## config.mk

```make
export PLATFORM = sky130hd
export DESIGN_NAME = mii_management_access
export DESIGN_NICKNAME = d
export VERILOG_FILES = /design/src/rtl/mii_mgmt_pkg.sv /design/src/rtl/mgmt_reg_mem.sv /design/src/rtl/mii_management_access.sv
export SDC_FILE = /design/constraint.sdc
export NUM_CORES = 1
export LEC_CHECK = 0
export BUFFER_PORTS_ARGS = -buffer_cell sky130_fd_sc_hd__buf_2
export CORE_ASPECT_RATIO = 0.9
export CORE_MARGIN = 10
export CORE_UTILIZATION = 40
export CTS_CLUSTER_DIAMETER = 60
export DETAILED_ROUTE_END_ITERATION = 7
export PLACE_DENSITY = 0.54
export SYNTH_ARGS = -nofsm -noshare
export SYNTH_HDL_FRONTEND = slang
export SYNTH_SLANG_ARGS = --single-unit
```

## constraint.sdc

```tcl
create_clock -name clk -period 7.3 [get_ports clk]
set_clock_uncertainty 0.1 [all_clocks]
set_input_delay 2.19 -clock clk [delete_from_list [all_inputs] [get_ports clk]]
set_output_delay 2.19 -clock clk [all_outputs]
set_load 0.1 [all_outputs]
```

## src/rtl/mii_mgmt_pkg.sv

```systemverilog
// Shared constants and types of the management access engine
package mii_mgmt_pkg;

  // Register byte offsets
  localparam logic [7:0] SETUP_OFS   = 8'h00;
  localparam logic [7:0] CONTROL_OFS = 8'h04;
  localparam logic [7:0] WDATA_OFS   = 8'h08;
  localparam logic [7:0] RDATA_OFS   = 8'h0c;
  localparam logic [7:0] INTSTAT_OFS = 8'h10;
  localparam logic [7:0] INTMASK_OFS = 8'h14;

  // Setup register fields
  localparam int DIV_LSB    = 0;
  localparam int DIV_W      = 6;
  localparam int ENABLE_BIT = 6;

  // Control register fields
  localparam int PHY_ADDRESS_FIELD_LSB    = 24;
  localparam int REGNUM_LSB   = 16;
  localparam int OPCODE_LSB   = 14;
  localparam int INITIATE_BIT = 11;
  localparam int READY_BIT    = 7;

  // Interrupt bits
  localparam int DONE_IRQ_BIT = 0;

  // Operation codes and frame pieces
  localparam logic [1:0] OP_WRITE = 2'h1;
  localparam logic [1:0] OP_READ  = 2'h2;
  localparam logic [1:0] START_CODE = 2'h1;
  localparam logic [1:0] TA_WRITE   = 2'h2;
  localparam int FRAME_BITS    = 64;
  localparam int PREAMBLE_BITS = 32;
  localparam int TA_FIRST_BIT  = 46;
  localparam int DATA_FIRST_BIT = 48;

  // Reset values
  localparam logic [DIV_W-1:0] DIV_RESET = 6'h00;
  localparam logic [4:0] INTERNAL_PHY_ADDR_RESET = 5'h01;

  // Timing: link clock ceiling and the least half period in clk cycles
  localparam longint CLK_HZ     = 40000000;
  localparam longint MDC_MAX_HZ = 2500000;
  localparam int MIN_HALF_CYCLES =
    int'((CLK_HZ + 2 * MDC_MAX_HZ - 1) / (2 * MDC_MAX_HZ));

  typedef struct packed {
    logic [4:0] phyAddr;
    logic [4:0] regNum;
    logic [1:0] opCode;
    logic       initiate;
  } ctrl_t;

  typedef struct packed {
    logic             enable;
    logic [DIV_W-1:0] divide;
  } setup_t;

  typedef enum logic [4:0] {
    S_IDLE    = 5'b00001,
    S_FRAME   = 5'b00010,
    S_INTACC  = 5'b00100,
    S_INTWAIT = 5'b01000,
    S_DONE    = 5'b10000
  } mgmt_state_t;

endpackage : mii_mgmt_pkg

```

## src/rtl/mgmt_reg_mem.sv

```systemverilog
// Register store of the internal PCS/PMA sublayer, registered read data
`timescale 1ns/1ps
module mgmt_reg_mem #(
  parameter int AW = 5,
  parameter int DW = 16
) (
  // Clock and reset
  input  wire logic          clk,
  input  wire logic          rst_b,
  // Access port
  input  wire logic          we,
  input  wire logic [AW-1:0] addr,
  input  wire logic [DW-1:0] wdata,
  output logic      [DW-1:0] rdata
);

  logic [DW-1:0] mem [2**AW];

  always_ff @(posedge clk) begin
    if (we) begin
      mem[addr] <= wdata;
    end
  end

  always_ff @(posedge clk or negedge rst_b) begin
    if (!rst_b) begin
      rdata <= '0;
    end else begin
      rdata <= we ? wdata : mem[addr];
    end
  end

endmodule : mgmt_reg_mem

```

## src/rtl/mii_management_access.sv

```systemverilog
// Clause 22 management access engine with APB registers
//
// Functional notes
// - PHY and register chosen by control fields
// - Management clock never faster than 2.5 MHz
// - One shared data line plus driven clock
// - Initiate bit write launches the transfer
// - Operation code 01 means write
// - Operation code 10 means read
// - Read result lands in read-data register
// - Ready bit 7 set when transfer completes
// - Completion also raises an interrupt
// - Other registers stay accessible during transfers
// - Rewrite while busy is stored and deferred
// - Internal PHY address reaches internal registers
//
// Our own choices: the register offsets and the APB register port.
`timescale 1ns/1ps
module mii_management_access
  import mii_mgmt_pkg::*;
#(
  parameter logic [4:0] INTERNAL_PHY_ADDR = mii_mgmt_pkg::INTERNAL_PHY_ADDR_RESET
) (
  // Clock and reset
  input  wire logic        clk,
  input  wire logic        rst_b,
  // APB slave
  input  wire logic        psel,
  input  wire logic        penable,
  input  wire logic        pwrite,
  input  wire logic [7:0]  paddr,
  input  wire logic [31:0] pwdata,
  output logic      [31:0] prdata,
  output logic             pready,
  output logic             pslverr,
  // Management link
  output logic             mdc,
  input  wire logic        mdioIn,
  output logic             mdioOut,
  output logic             mdioOe,
  // Interrupt
  output logic             irq
);
  import mii_mgmt_pkg::*;

  //////////////////////////////////////////////////////////////////////////
  // Registers and state

  setup_t      setup;
  ctrl_t       ctrl;
  logic [15:0] wrData;
  logic [15:0] rdData;
  logic        intStat;
  logic        intMask;
  logic        pending;
  mgmt_state_t state;
  ctrl_t       act;
  logic [FRAME_BITS-1:0] txShift;
  logic [15:0] rxShift;
  logic [5:0]  bitIdx;
  logic [7:0]  halfCnt;
  logic        mdioMeta;
  logic        mdioSync;
  logic [15:0] memRdata;

  //////////////////////////////////////////////////////////////////////////
  // APB decode

  wire         access    = psel & penable & pready;
  wire         wrAccess  = access & pwrite;
  wire         selSetup  = (paddr == SETUP_OFS);
  wire         selCtrl   = (paddr == CONTROL_OFS);
  wire         selWdata  = (paddr == WDATA_OFS);
  wire         selRdata  = (paddr == RDATA_OFS);
  wire         selStat   = (paddr == INTSTAT_OFS);
  wire         selMask   = (paddr == INTMASK_OFS);
  wire         mapped    = selSetup | selCtrl | selWdata | selRdata |
                           selStat | selMask;
  wire         ready     = (state == S_IDLE) & ~pending;
  wire         wrCtrl    = wrAccess & selCtrl;

  wire [31:0] setupWord = {25'h0, setup.enable, setup.divide};
  wire [31:0] ctrlWord  = {3'h0, ctrl.phyAddr, 3'h0, ctrl.regNum,
                           ctrl.opCode, 2'h0, ctrl.initiate, 3'h0,
                           ready, 7'h0};
  wire [31:0] rdMux =
    selSetup ? setupWord :
    selCtrl  ? ctrlWord :
    selWdata ? {16'h0, wrData} :
    selRdata ? {16'h0, rdData} :
    selStat  ? {31'h0, intStat} :
    selMask  ? {31'h0, intMask} : 32'h0;

  // One wait state on every access, in any sequencer state, so the
  // register bus never stalls behind a slow management frame.
  // Unmapped offsets answer with an error, read zero and store nothing.
  always_ff @(posedge clk or negedge rst_b) begin
    if (!rst_b) begin
      pready  <= 1'b0;
      prdata  <= 32'h0;
      pslverr <= 1'b0;
    end else begin
      pready  <= psel & penable & ~pready;
      prdata  <= (psel & penable & ~pready & ~pwrite) ? rdMux : 32'h0;
      pslverr <= psel & penable & ~pready & ~mapped;
    end
  end

  //////////////////////////////////////////////////////////////////////////
  // Software registers

  always_ff @(posedge clk or negedge rst_b) begin
    if (!rst_b) begin
      setup  <= '{enable: 1'b0, divide: DIV_RESET};
      wrData <= 16'h0;
      intMask <= 1'b0;
    end else if (wrAccess) begin
      if (selSetup) begin
        setup.divide <= pwdata[DIV_LSB +: DIV_W];
        setup.enable <= pwdata[ENABLE_BIT];
      end
      if (selWdata) begin
        wrData <= pwdata[15:0];
      end
      if (selMask) begin
        intMask <= pwdata[DONE_IRQ_BIT];
      end
    end
  end

  // Control is always stored; a write while busy waits its turn
  always_ff @(posedge clk or negedge rst_b) begin
    if (!rst_b) begin
      ctrl <= '0;
    end else if (wrCtrl) begin
      ctrl.phyAddr  <= pwdata[PHY_ADDRESS_FIELD_LSB +: 5];
      ctrl.regNum   <= pwdata[REGNUM_LSB +: 5];
      ctrl.opCode   <= pwdata[OPCODE_LSB +: 2];
      ctrl.initiate <= pwdata[INITIATE_BIT];
    end
  end

  wire startNow = (state == S_IDLE) & pending & setup.enable;

  always_ff @(posedge clk or negedge rst_b) begin
    if (!rst_b) begin
      pending <= 1'b0;
    end else if (wrCtrl & pwdata[INITIATE_BIT]) begin
      pending <= 1'b1;
    end else if (startNow) begin
      pending <= 1'b0;
    end
  end

  //////////////////////////////////////////////////////////////////////////
  // Completion interrupt, set wins over write-one-to-clear

  wire doneEvt = (state == S_DONE);
  wire clrStat = wrAccess & selStat & pwdata[DONE_IRQ_BIT];

  always_ff @(posedge clk or negedge rst_b) begin
    if (!rst_b) begin
      intStat <= 1'b0;
      irq     <= 1'b0;
    end else begin
      intStat <= doneEvt | (intStat & ~clrStat);
      irq     <= (doneEvt | (intStat & ~clrStat)) & intMask;
    end
  end

  //////////////////////////////////////////////////////////////////////////
  // Link clock divider and data line synchroniser

  wire [7:0] divHalf = {2'h0, setup.divide} + 8'h01;
  wire [7:0] halfLen = (divHalf < 8'(MIN_HALF_CYCLES)) ?
                       8'(MIN_HALF_CYCLES) : divHalf;
  wire       tick    = (state == S_FRAME) & (halfCnt == halfLen - 8'h01);

  always_ff @(posedge clk or negedge rst_b) begin
    if (!rst_b) begin
      halfCnt  <= 8'h0;
      mdioMeta <= 1'b0;
      mdioSync <= 1'b0;
    end else begin
      halfCnt  <= (state != S_FRAME || tick) ? 8'h0 : halfCnt + 8'h01;
      mdioMeta <= mdioIn;
      mdioSync <= mdioMeta;
    end
  end

  //////////////////////////////////////////////////////////////////////////
  // Transfer sequencer
  // The frame word is built from the live control and write-data
  // registers at launch; later rewrites only touch the queued copy.
  // Internal addresses bypass the pins and use the local store.

  wire        toInternal = (ctrl.phyAddr == INTERNAL_PHY_ADDR);
  wire        actRead    = (act.opCode == OP_READ);
  wire        actWrite   = (act.opCode == OP_WRITE);
  wire [5:0]  nextIdx    = bitIdx + 6'h01;
  wire        lastBit    = (bitIdx == 6'(FRAME_BITS - 1));
  wire        sampleBit  = actRead & (bitIdx >= 6'(DATA_FIRST_BIT));
  wire        driveNext  = ~(actRead & (nextIdx >= 6'(TA_FIRST_BIT)));
  wire [FRAME_BITS-1:0] frame = {{PREAMBLE_BITS{1'b1}}, START_CODE,
                                 ctrl.opCode, ctrl.phyAddr, ctrl.regNum,
                                 TA_WRITE, wrData};

  always_ff @(posedge clk or negedge rst_b) begin
    if (!rst_b) begin
      state   <= S_IDLE;
      act     <= '0;
      txShift <= '0;
      rxShift <= 16'h0;
      bitIdx  <= 6'h0;
      mdc     <= 1'b0;
      mdioOut <= 1'b1;
      mdioOe  <= 1'b0;
    end else begin
      case (state)
        S_IDLE: begin
          if (startNow) begin
            act    <= ctrl;
            bitIdx <= 6'h0;
            if (toInternal) begin
              state <= S_INTACC;
            end else begin
              state   <= S_FRAME;
              txShift <= frame;
              mdioOut <= frame[FRAME_BITS-1];
              mdioOe  <= 1'b1;
            end
          end
        end
        S_FRAME: begin
          if (tick && !mdc) begin
            mdc <= 1'b1;
            if (sampleBit) begin
              rxShift <= {rxShift[14:0], mdioSync};
            end
          end else if (tick) begin
            mdc <= 1'b0;
            if (lastBit) begin
              mdioOe  <= 1'b0;
              mdioOut <= 1'b1;
              state   <= S_DONE;
            end else begin
              bitIdx  <= nextIdx;
              txShift <= {txShift[FRAME_BITS-2:0], 1'b1};
              mdioOut <= txShift[FRAME_BITS-2];
              mdioOe  <= driveNext;
            end
          end
        end
        S_INTACC: begin
          state <= S_INTWAIT;
        end
        S_INTWAIT: begin
          rxShift <= memRdata;
          state   <= S_DONE;
        end
        S_DONE: begin
          state <= S_IDLE;
        end
        default: begin
          state <= S_IDLE;
        end
      endcase
    end
  end

  // Read result is published only for read operations
  always_ff @(posedge clk or negedge rst_b) begin
    if (!rst_b) begin
      rdData <= 16'h0;
    end else if (doneEvt && actRead) begin
      rdData <= rxShift;
    end
  end

  //////////////////////////////////////////////////////////////////////////
  // Internal sublayer registers

  mgmt_reg_mem #(
    .AW (5),
    .DW (16)
  ) u_int_regs (
    .clk   (clk),
    .rst_b (rst_b),
    .we    ((state == S_INTACC) & actWrite),
    .addr  (act.regNum),
    .wdata (wrData),
    .rdata (memRdata)
  );

endmodule : mii_management_access

```

## After elaboration in Yosys (flattened, before gate mapping)

Memory sizes are Yosys's and may differ from the RTL's. A register that Yosys moved wholly into a read port is not among the register bits.
Index checks and enable logic that the tools add are counted.

| word-level totals | value |
|---|---|
| flip-flop bits (word level) | 197 |
| bits in writable memories | 512 |
| logic and storage cells | 155 |
| memories | 1 |

Memory list:

| memory | words | bits a word | rd ports | clocked after memory_dff | wr ports | line | text |
|---|---|---|---|---|---|---|---|
| u_int_regs.mem | 32 | 16 | 1 | 1 | 1 | mgmt_reg_mem.sv:17 | `logic [DW-1:0] mem [2**AW];` |

| operators by class | value |
|---|---|
| $add $sub $neg | 4 |
| $lt $le $gt $ge | 3 |
| eq/ne operators | 24 |
| muxes and demuxes | 45 |
| bitwise logic cells | 31 |
| reduce and logical (&&, ||, !) cells | 20 |

Operators by type and width:

| cell | number |
|---|---|
| 63-bit two-way mux | 5 |
| 63-bit case mux with 2 select lines | 1 |
| 29-bit two-way mux | 3 |
| 16-bit two-way mux | 4 |
| 16-bit case mux with 2 select lines | 1 |
| 6-bit two-way mux | 4 |
| 5-bit two-way mux | 4 |
| 5-bit case mux with 4 select lines | 1 |
| 1-bit bitwise AND | 19 |
| 8-bit by 4-bit == test with 1-bit output (second input constant) | 2 |
| 8-bit by 5-bit == test with 1-bit output (second input constant) | 2 |
| 1-bit two-way mux | 16 |
| 2-bit inequality test (second input constant) | 7 |
| 6-bit greater-or-equal comparator (second input constant) | 2 |
| 6-bit case mux with 2 select lines | 1 |
| 5-bit by 1-bit == test with 1-bit output (second input constant) | 2 |
| 2-bit AND reduction | 5 |
| 5-bit AND reduction | 2 |
| 8-bit by 1-bit adder with 8-bit output (second input constant) | 1 |
| 8-bit by 3-bit == test with 1-bit output (second input constant) | 1 |
| 8-bit == test | 1 |
| 8-bit zero test | 1 |
| 8-bit two-way mux | 1 |
| 2-bit nonzero test | 4 |
| other kinds (24) | 37 |

## Depth between registers and ports, before layout

Gate-level depths: netlist of run 1.

| depth | value |
|---|---|
| depth after elaboration | 9 |
| gate-level depth with buffers | 17 |
| gate-level depth less buffers | 13 |

## By module

Synthesis of run 1 repeated with hierarchy kept, for this count alone.

| second synthesis, totals | value |
|---|---|
| cells, all modules | 1708 |
| area, all modules | 28929.0 um^2 |

By module, submodules not included:

| module | times used | cells each | area each (um^2) | sequential area each (um^2) |
|---|---|---|---|---|
| mgmt_reg_mem | 1 | 958 | 20271.9 | 15775.1 |
| mii_management_access | 1 | 750 | 8657.1 | 4857.2 |

## Worst setup path before layout of run 1

Ideal clock, no wire load.

| path | value |
|---|---|
| kind | input to register |
| start | input port paddr[1] |
| end | register wrData[10] |
| setup time | 0.125 ns |
| data arrival time | 3.895 ns |
| slack | 3.180 ns |
| stages | 7 |
| buffers on the path | 2 |
| cell sequence | nor3_1 -> nand2_1 -> nor3_1 -> and2_1 -> clkbuf_1 -> clkbuf_1 -> mux2_2 |

| on the way | value |
|---|---|
| cells in the longest elaborated chain, start to end | 2 |

Ends and longest elaborated chain:

| item | line | text |
|---|---|---|
| from (decl) | mii_management_access.sv:31 | `input wire logic [7:0] paddr,` |
| 8-bit by 4-bit == test with 1-bit output | mii_management_access.sv:73 | `wire selWdata = (paddr == WDATA_OFS);` |
| 2-bit AND reduction (no source line) | - |  |
| to (signal assigned) | mii_management_access.sv:123 | `wrData <= pwdata[15:0];` |
| to (decl) | mii_management_access.sv:51 | `logic [15:0] wrData;` |

No other way between the ends.
A chain may end at the register's enable or synchronous reset.

## Worst setup path in the final report of run 1

| path | value |
|---|---|
| start | register setup[0] in the netlist's numbering |
| end | register txShift[8] |

| on the way | value |
|---|---|
| cells in the longest elaborated chain, start to end | 9 |
| elaborated cells between the ends (all ways) | 10 |
| classes of those cells | 2 x add/sub; 1 x order compare; 3 x eq/ne; 1 x mux; 1 x bitwise; 2 x reduce/logical |

Ends and longest elaborated chain:

| item | line | text |
|---|---|---|
| from (decl) | mii_management_access.sv:49 | `setup_t setup;` |
| from (signal assigned) | mii_management_access.sv:114 | `setup <= '{enable: 1'b0, divide: DIV_RESET};` |
| 6-bit by 1-bit adder with 7-bit output * | mii_management_access.sv:174 | `wire [7:0] divHalf = {2'h0, setup.divide} + 8'h01;` |
| 7-bit by 4-bit less-than comparator with 1-bit output | mii_management_access.sv:175 | `wire [7:0] halfLen = (divHalf < 8'(MIN_HALF_CYCLES)) ?` |
| 7-bit two-way mux * | mii_management_access.sv:175 |  |
| 7-bit by 1-bit subtractor with 8-bit output * | mii_management_access.sv:177 | `wire tick = (state == S_FRAME) & (halfCnt == halfLen - 8'h01);` |
| 8-bit == test * | mii_management_access.sv:177 |  |
| 1-bit bitwise AND * | mii_management_access.sv:177 |  |
| 1-bit logical AND | mii_management_access.sv:235 | `if (tick && !mdc) begin` |
| 2-bit inequality test (no source line) | - |  |
| 6-bit AND reduction (no source line) * | - |  |
| to (signal assigned) | mii_management_access.sv:228 | `txShift <= frame;` |
| to (signal assigned) | mii_management_access.sv:248 | `txShift <= {txShift[FRAME_BITS-2:0], 1'b1};` |
| to (decl) | mii_management_access.sv:58 | `logic [FRAME_BITS-1:0] txShift;` |

Mark *: on every way between the ends. The rest lies on a longest branch, timed or not.

==> impl_metrics.toml, run 1 <==
[sta]
relSlewSlack_pct = 24.05
hold_viol = 0
timing.hold.ws_ns = 0.3127
fin_crit_ns = 5.457
fmax_ghz = 0.1833
post-route-period-util_pct = 74.75
final_max_slew_viol_count = 0
tightest_slew_ns = 1.131
setup_viol = 0
grt_setup_unrepaired = "false"
tns_ns = 0

[yosys]
synth_top_area_share_pct = 53.69
synthDistinctLibCells = 62
yosysWarnings = 0
synth_compound_area_share_pct = 4.592
yosys.cell_count.top_type = "edfxtp_1"
async_flop_share_pct = 29.09
synth_edf_count = 512
synth_area_leaders = "edfxtp_1, dfrtp_1, mux4_2"
synthSimpleGateAreaFrac_pct = 5.907
synthFlopType = "edfxtp_1"
synth_xor_area_share_pct = 0.5505
synthMuxAreaShare_pct = 14.90
syn_area_sq_mm = 0.02864
synth_adder_area_share_pct = 0.2184
ys_seq_elements = 722
synth_top_family_by_area = "multiplexers"
syn_avg_cell_area_sq_um = 17.08
synth_cells = 1677
yosysSeqAreaShare_pct = 72.04
synth_top_area_cell = "edfxtp_1"
synthTopCellsByCount = "edfxtp_1, dfrtp_1, nand2_1"

[place]
hpwlAfterDp_mm = 41.55
detailed_place.area_sq_mm = 0.03025
globalplace.congestion = 0.8608
numPortBuffers = 71

[run_status]
outcome = "finished clean"

[setup_path]
slowest_stage = "and3_2"
cp_top_family = "compound AO/OA/AOI/OAI gates"
end_kind = "flip-flop"
path_buf_inv = 1
arrival_ns = 5.84
startpoint_type = "flip-flop"
cp_max_fo = 51
crit_type = "reg -> reg"
path_cells = "ha_1 > and3_1 > a31oi_1 > o21ai_0 > ha_1 > nand2_1 > a2111oi_0 > a211oi_1 > o31ai_1 > a41o_1 > and3_2 > buf_4 > mux2_1"
cpMostUsedCell = "ha_1"
slowest_delay_ns = 0.97
required_ns = 7.69

[final_layout]
finalInstanceArea_sq_mm = 0.03287
drive_gt1_share_pct = 23.97
fin_util_pct = 46.15
final_nets = 1847
area_delta_synth_final_pct = 14.76
final.fill_count = 6151

[clock_tree]
clock-sinks = 722
cts_tree = "built"
clk_path_buf_depth = 3
cts_setup_buffers = 0
insertion_delay_ns = 0.61
cts_made_buffers = 79
post_cts_resized = 0
cts_htree_levels = 3
postCtsHoldBufs = 0
root_buffer = "clkbuf_16"
clk_pin_slew_ns = 0.06

[routing]
drcViolationCount = 0
drt_iter0_markers = 1444
drt-total-wl_mm = 69.00
vias = 15400
final_antenna_net_count = 0
wire_per_inst_um = 24.53
drt-pass1-iter-count = 5
vias_per_cell = 5.475

[power_and_ir_drop]
p_int_mw = 6.774
power.share.sequential_pct = 51.8
ir_drop_v = 0.0001452
p_clk_share_pct = 47.0
p_sw_mw = 1.683
leakage_nw = 11.02
switching_share_pct = 19.90
combPwrFrac_pct = 1.2
power_mw = 8.457
power.density_mw_per_mm2 = 257.3

[floorplan]
fp.dieArea_sq_mm = 0.08271
coreArea_sq_mm = 0.07121
rows = 93
die_h_um = 273.8
die-width_um = 302.1
initial_utilization_pct = 40.22
io_pins = 84

[global_route]
grt_pass1_vias = 15730
grt_max_degree = 121
antenna_found_initial = 0
grt_use_total_pct = 16.67
grt-ovfl-total = 0
grt_pass1_wl_mm = 103.1

[run]
drv_cap = 0

[worst_hold_path]
hp-class = "reg -> reg"
-- area by class of cell --
cell class / instances / area, sq um / area share (%)
well taps: 950 / 1189 / 3.617
inverters: 13 / 48.80 / 0.1485
clock inverters: 32 / 312.8 / 0.9518
multi-input cells: 847 / 7528 / 22.91
clock buffers: 114 / 2296 / 6.986
diodes: 2 / 5.005 / 0.01523
flip-flops and latches: 722 / 20640 / 62.81
repair buffers: 133 / 843.3 / 2.566
-- stage by stage --
stage	instances	setup WS (ns)
final	2813	1.843
after detailed placement	2665	1.908
after global placement	2665	1.960
after floorplan	1682	3.181
after global routing	2811	1.350
after CTS	2811	1.890
-- cell usage in the layout (no fill, tap or decap), types with 9 or more instances in the layout --
master	count
clkbuf_16	85
mux4_2	129
nor3_1	13
nor2_1	106
buf_2	70
nor2b_1	9
o22a_1	33
a21oi_1	59
mux2i_1	45
inv_1	13
o21ai_0	19
buf_4	61
nand3_1	26
edfxtp_1	512
nand2_1	151
clkbuf_1	23
a22oi_1	32
mux2_1	27
xnor2_1	12
dfrtp_1	204
and3_1	24
clkinv_1	13
mux2_2	54
-- power by group through the flow --
stage / clock (mW) / combinational (mW) / sequential, mW
final: 3.97 / 0.101 / 4.38
after global routing: 4.23 / 0.111 / 4.38
after CTS: 4.06 / 0.104 / 4.38
after detailed placement: 0 / 0.104 / 4.47
after global placement: 0 / 0.102 / 4.47
after floorplan: 0 / 0.0461 / 4.47
-- path summary, 6_finish.rpt --
check / from / endpoint / slack (ns) / cells after the start
max in group asynchronous: rst_b / act[3] / 4.19 / 2
min: mdioMeta / mdioSync / 0.31 / 0
min reg2reg: mdioMeta / mdioSync / 0.31 / 0
max: setup[0] / txShift[8] / 1.84 / 13
max reg2reg: setup[0] / txShift[8] / 1.84 / 13
min in group asynchronous: rst_b / halfCnt[2] / 1.51 / 1
-- layer usage --
metal	global-route usage, %	wire length [um]
met5	0	0
met4	4.506	1523
met3	3.407	4074
met2	25.38	31850
met1	24.09	31550
-- state kept, by name, indices dropped and copies added (netlist names), 6 cells and up --
signal,flops
u_int_regs.mem,512
u_int_regs.rdata,16
bitIdx,6
setup,7
rdData,16
halfCnt,8
txShift,63
prdata,26
act,7
rxShift,16
ctrl,13
wrData,16
-- logic make-up (layout without fill, tap and decap cells) --
group                    count (synthesis)  count (layout)
buffers and inverters                  113             292
other                                    1               8
AO/OA/AOI/OAI                          187             187
adder cells (fa/ha/maj)                  5               5
XOR/XNOR                                18              18
AND/OR/NAND/NOR                        376             376
multiplexers                           255             255
flip-flops                             722             722
(Power assumes the default switching activity.)
==> run 2: changes to the inputs <==
- clock period: 7.3 -> 5.3 ns (I/O delays scaled with it)
==> impl_metrics.toml, run 2 (synthesis results as in run 1) <==
[power_and_ir_drop]
ir_drop_v = 0.0001963
leakage_nw = 11.04
power_mw = 11.37
power.share.sequential_pct = 53.1
power.density_mw_per_mm2 = 346.2
p_sw_mw = 2.270
p_clk_share_pct = 45.6
combPwrFrac_pct = 1.2
switching_share_pct = 19.97
p_int_mw = 9.095

[sta]
setup_viol = 0
tightest_slew_ns = 1.099
hold_viol = 0
timing.hold.ws_ns = 0.3029
grt_setup_unrepaired = "false"
fin_crit_ns = 4.643
tns_ns = 0
relSlewSlack_pct = 26.68
final_max_slew_viol_count = 0
post-route-period-util_pct = 87.60
fmax_ghz = 0.2154

[clock_tree]
clock-sinks = 722
post_cts_resized = 0
root_buffer = "clkbuf_16"
cts_made_buffers = 78
clk_pin_slew_ns = 0.05
insertion_delay_ns = 0.62
postCtsHoldBufs = 0
cts_tree = "built"
clk_path_buf_depth = 3
cts_htree_levels = 3
cts_setup_buffers = 0

[routing]
drt_iter0_markers = 1277
final_antenna_net_count = 0
vias_per_cell = 5.456
drt-total-wl_mm = 69.19
drcViolationCount = 0
wire_per_inst_um = 24.56
vias = 15370
drt-pass1-iter-count = 5

[final_layout]
final.fill_count = 6140
top_regs = "u_int_regs.mem x512, txShift x63, prdata x26"
final_common_cell = "edfxtp_1"
largest_reg_flops = 512
n_antenna_cell = 0
top_register = "u_int_regs.mem"
drive_gt1_share_pct = 24.26
final_nets = 1857
area_delta_synth_final_pct = 14.63
mostFrequentLayoutCells = "edfxtp_1, dfrtp_1, nand2_1"

[global_route]
grt_max_degree = 125
grt_use_total_pct = 16.70
grt-ovfl-total = 0
grt_pass1_vias = 15800
grt_pass1_wl_mm = 103.0
antenna_found_initial = 2

[floorplan]
die-width_um = 302.1
rows = 93
die_h_um = 273.8
initial_utilization_pct = 40.22
fp.dieArea_sq_mm = 0.08271
coreArea_sq_mm = 0.07121
io_pins = 84

[setup_path]
crit_type = "reg -> reg"
arrival_ns = 5.03
cp_max_fo = 64
startpoint_type = "flip-flop"
required_ns = 5.68
end_kind = "flip-flop"

[worst_hold_path]
hp-class = "reg -> reg"

[run_status]
outcome = "finished clean"

[place]
hpwlAfterDp_mm = 42.16
globalplace.congestion = 0.8045
numPortBuffers = 71

[run]
drv_cap = 0
[run 2: cell types whose count changed in the layout (fill, tap and decap cells not counted), moves of 2 or more]
cell / delta
buf_12: +4
clkinv_2: +9
clkinv_4: -2
bufinv_16: -3
diode_2: -2
nor2_2: -2
buf_4: +7
clkbuf_1: -5
clkbuf_16: -3
inv_8: -2
inv_4: -2
nor2_1: +2
clkbuf_8: +2
[run 2: area by class of cell]
cell class	instances	area (sq um)	share of cell area, %
timing repair buffer	144	975.9	2.973
clock buffer	108	2230	6.792
clock inverter	33	220.2	0.6708
tap	950	1189	3.621
multi-input combinational	847	7523	22.92
inverter	13	48.80	0.1486
sequential	722	20640	62.88
[run 2: power groups by stage]
stage	Clock, mW	Sequential (mW)	Combinational [mW]
2_1_floorplan	0	6.16	0.0634
3_3_place_gp	0	6.15	0.142
3_5_place_dp	0	6.15	0.145
5_1_grt	5.55	6.04	0.155
4_1_cts	5.31	6.04	0.145
6_report	5.19	6.04	0.141
[run 2: metal layers]
layer / vias to the layer above / track usage (%) / wire (um)
li1: 6751 / - / -
met1: 8139 / 23.75 / 31670
met2: 373 / 25.70 / 32150
met3: 106 / 3.399 / 3567
met4: 0 / 4.975 / 1800
met5: - / 0 / 0
[run 2: final timing paths]
path                            startpoint  cells after the start  slack [ns]           to
worst max-delay path              setup[0]                     14        0.66  txShift[15]
worst min register to register    mdioMeta                      0        0.30     mdioSync
worst min-delay path              mdioMeta                      0        0.30     mdioSync
min in group asynchronous            rst_b                      1        0.95   halfCnt[2]
max in group asynchronous            rst_b                      2        3.19  txShift[20]
worst max register to register    setup[0]                     14        0.66  txShift[15]
[run 2: metrics by stage]
| step | utilization, % | setup slack (ns) | area (sq um) | cells |
|---|---|---|---|---|
| after floorplan | - | 1.779 | 28660 | 1682 |
| after global placement | 42.66 | 0.8745 | 30380 | 2676 |
| after detailed placement | 42.66 | 0.7384 | 30380 | 2676 |
| after CTS | 46.10 | 0.7286 | 32830 | 2817 |
| after global routing | 46.10 | 0.3059 | 32830 | 2817 |
| final | 46.10 | 0.6572 | 32830 | 2817 |
[run 2: worst max-delay path, stage by stage (launching register included)]
cell       delay (ns)
dfrtp_1          0.54
ha_1             0.37
and3_1           0.33
a31oi_1          0.16
o21ai_0          0.20
ha_1             0.21
nand2_1          0.14
a2111oi_0        0.35
a211oi_1         0.13
o31ai_1          0.59
a41o_1           0.29
buf_4            0.20
and3_2           0.22
buf_12           0.28
mux2_1           0.36
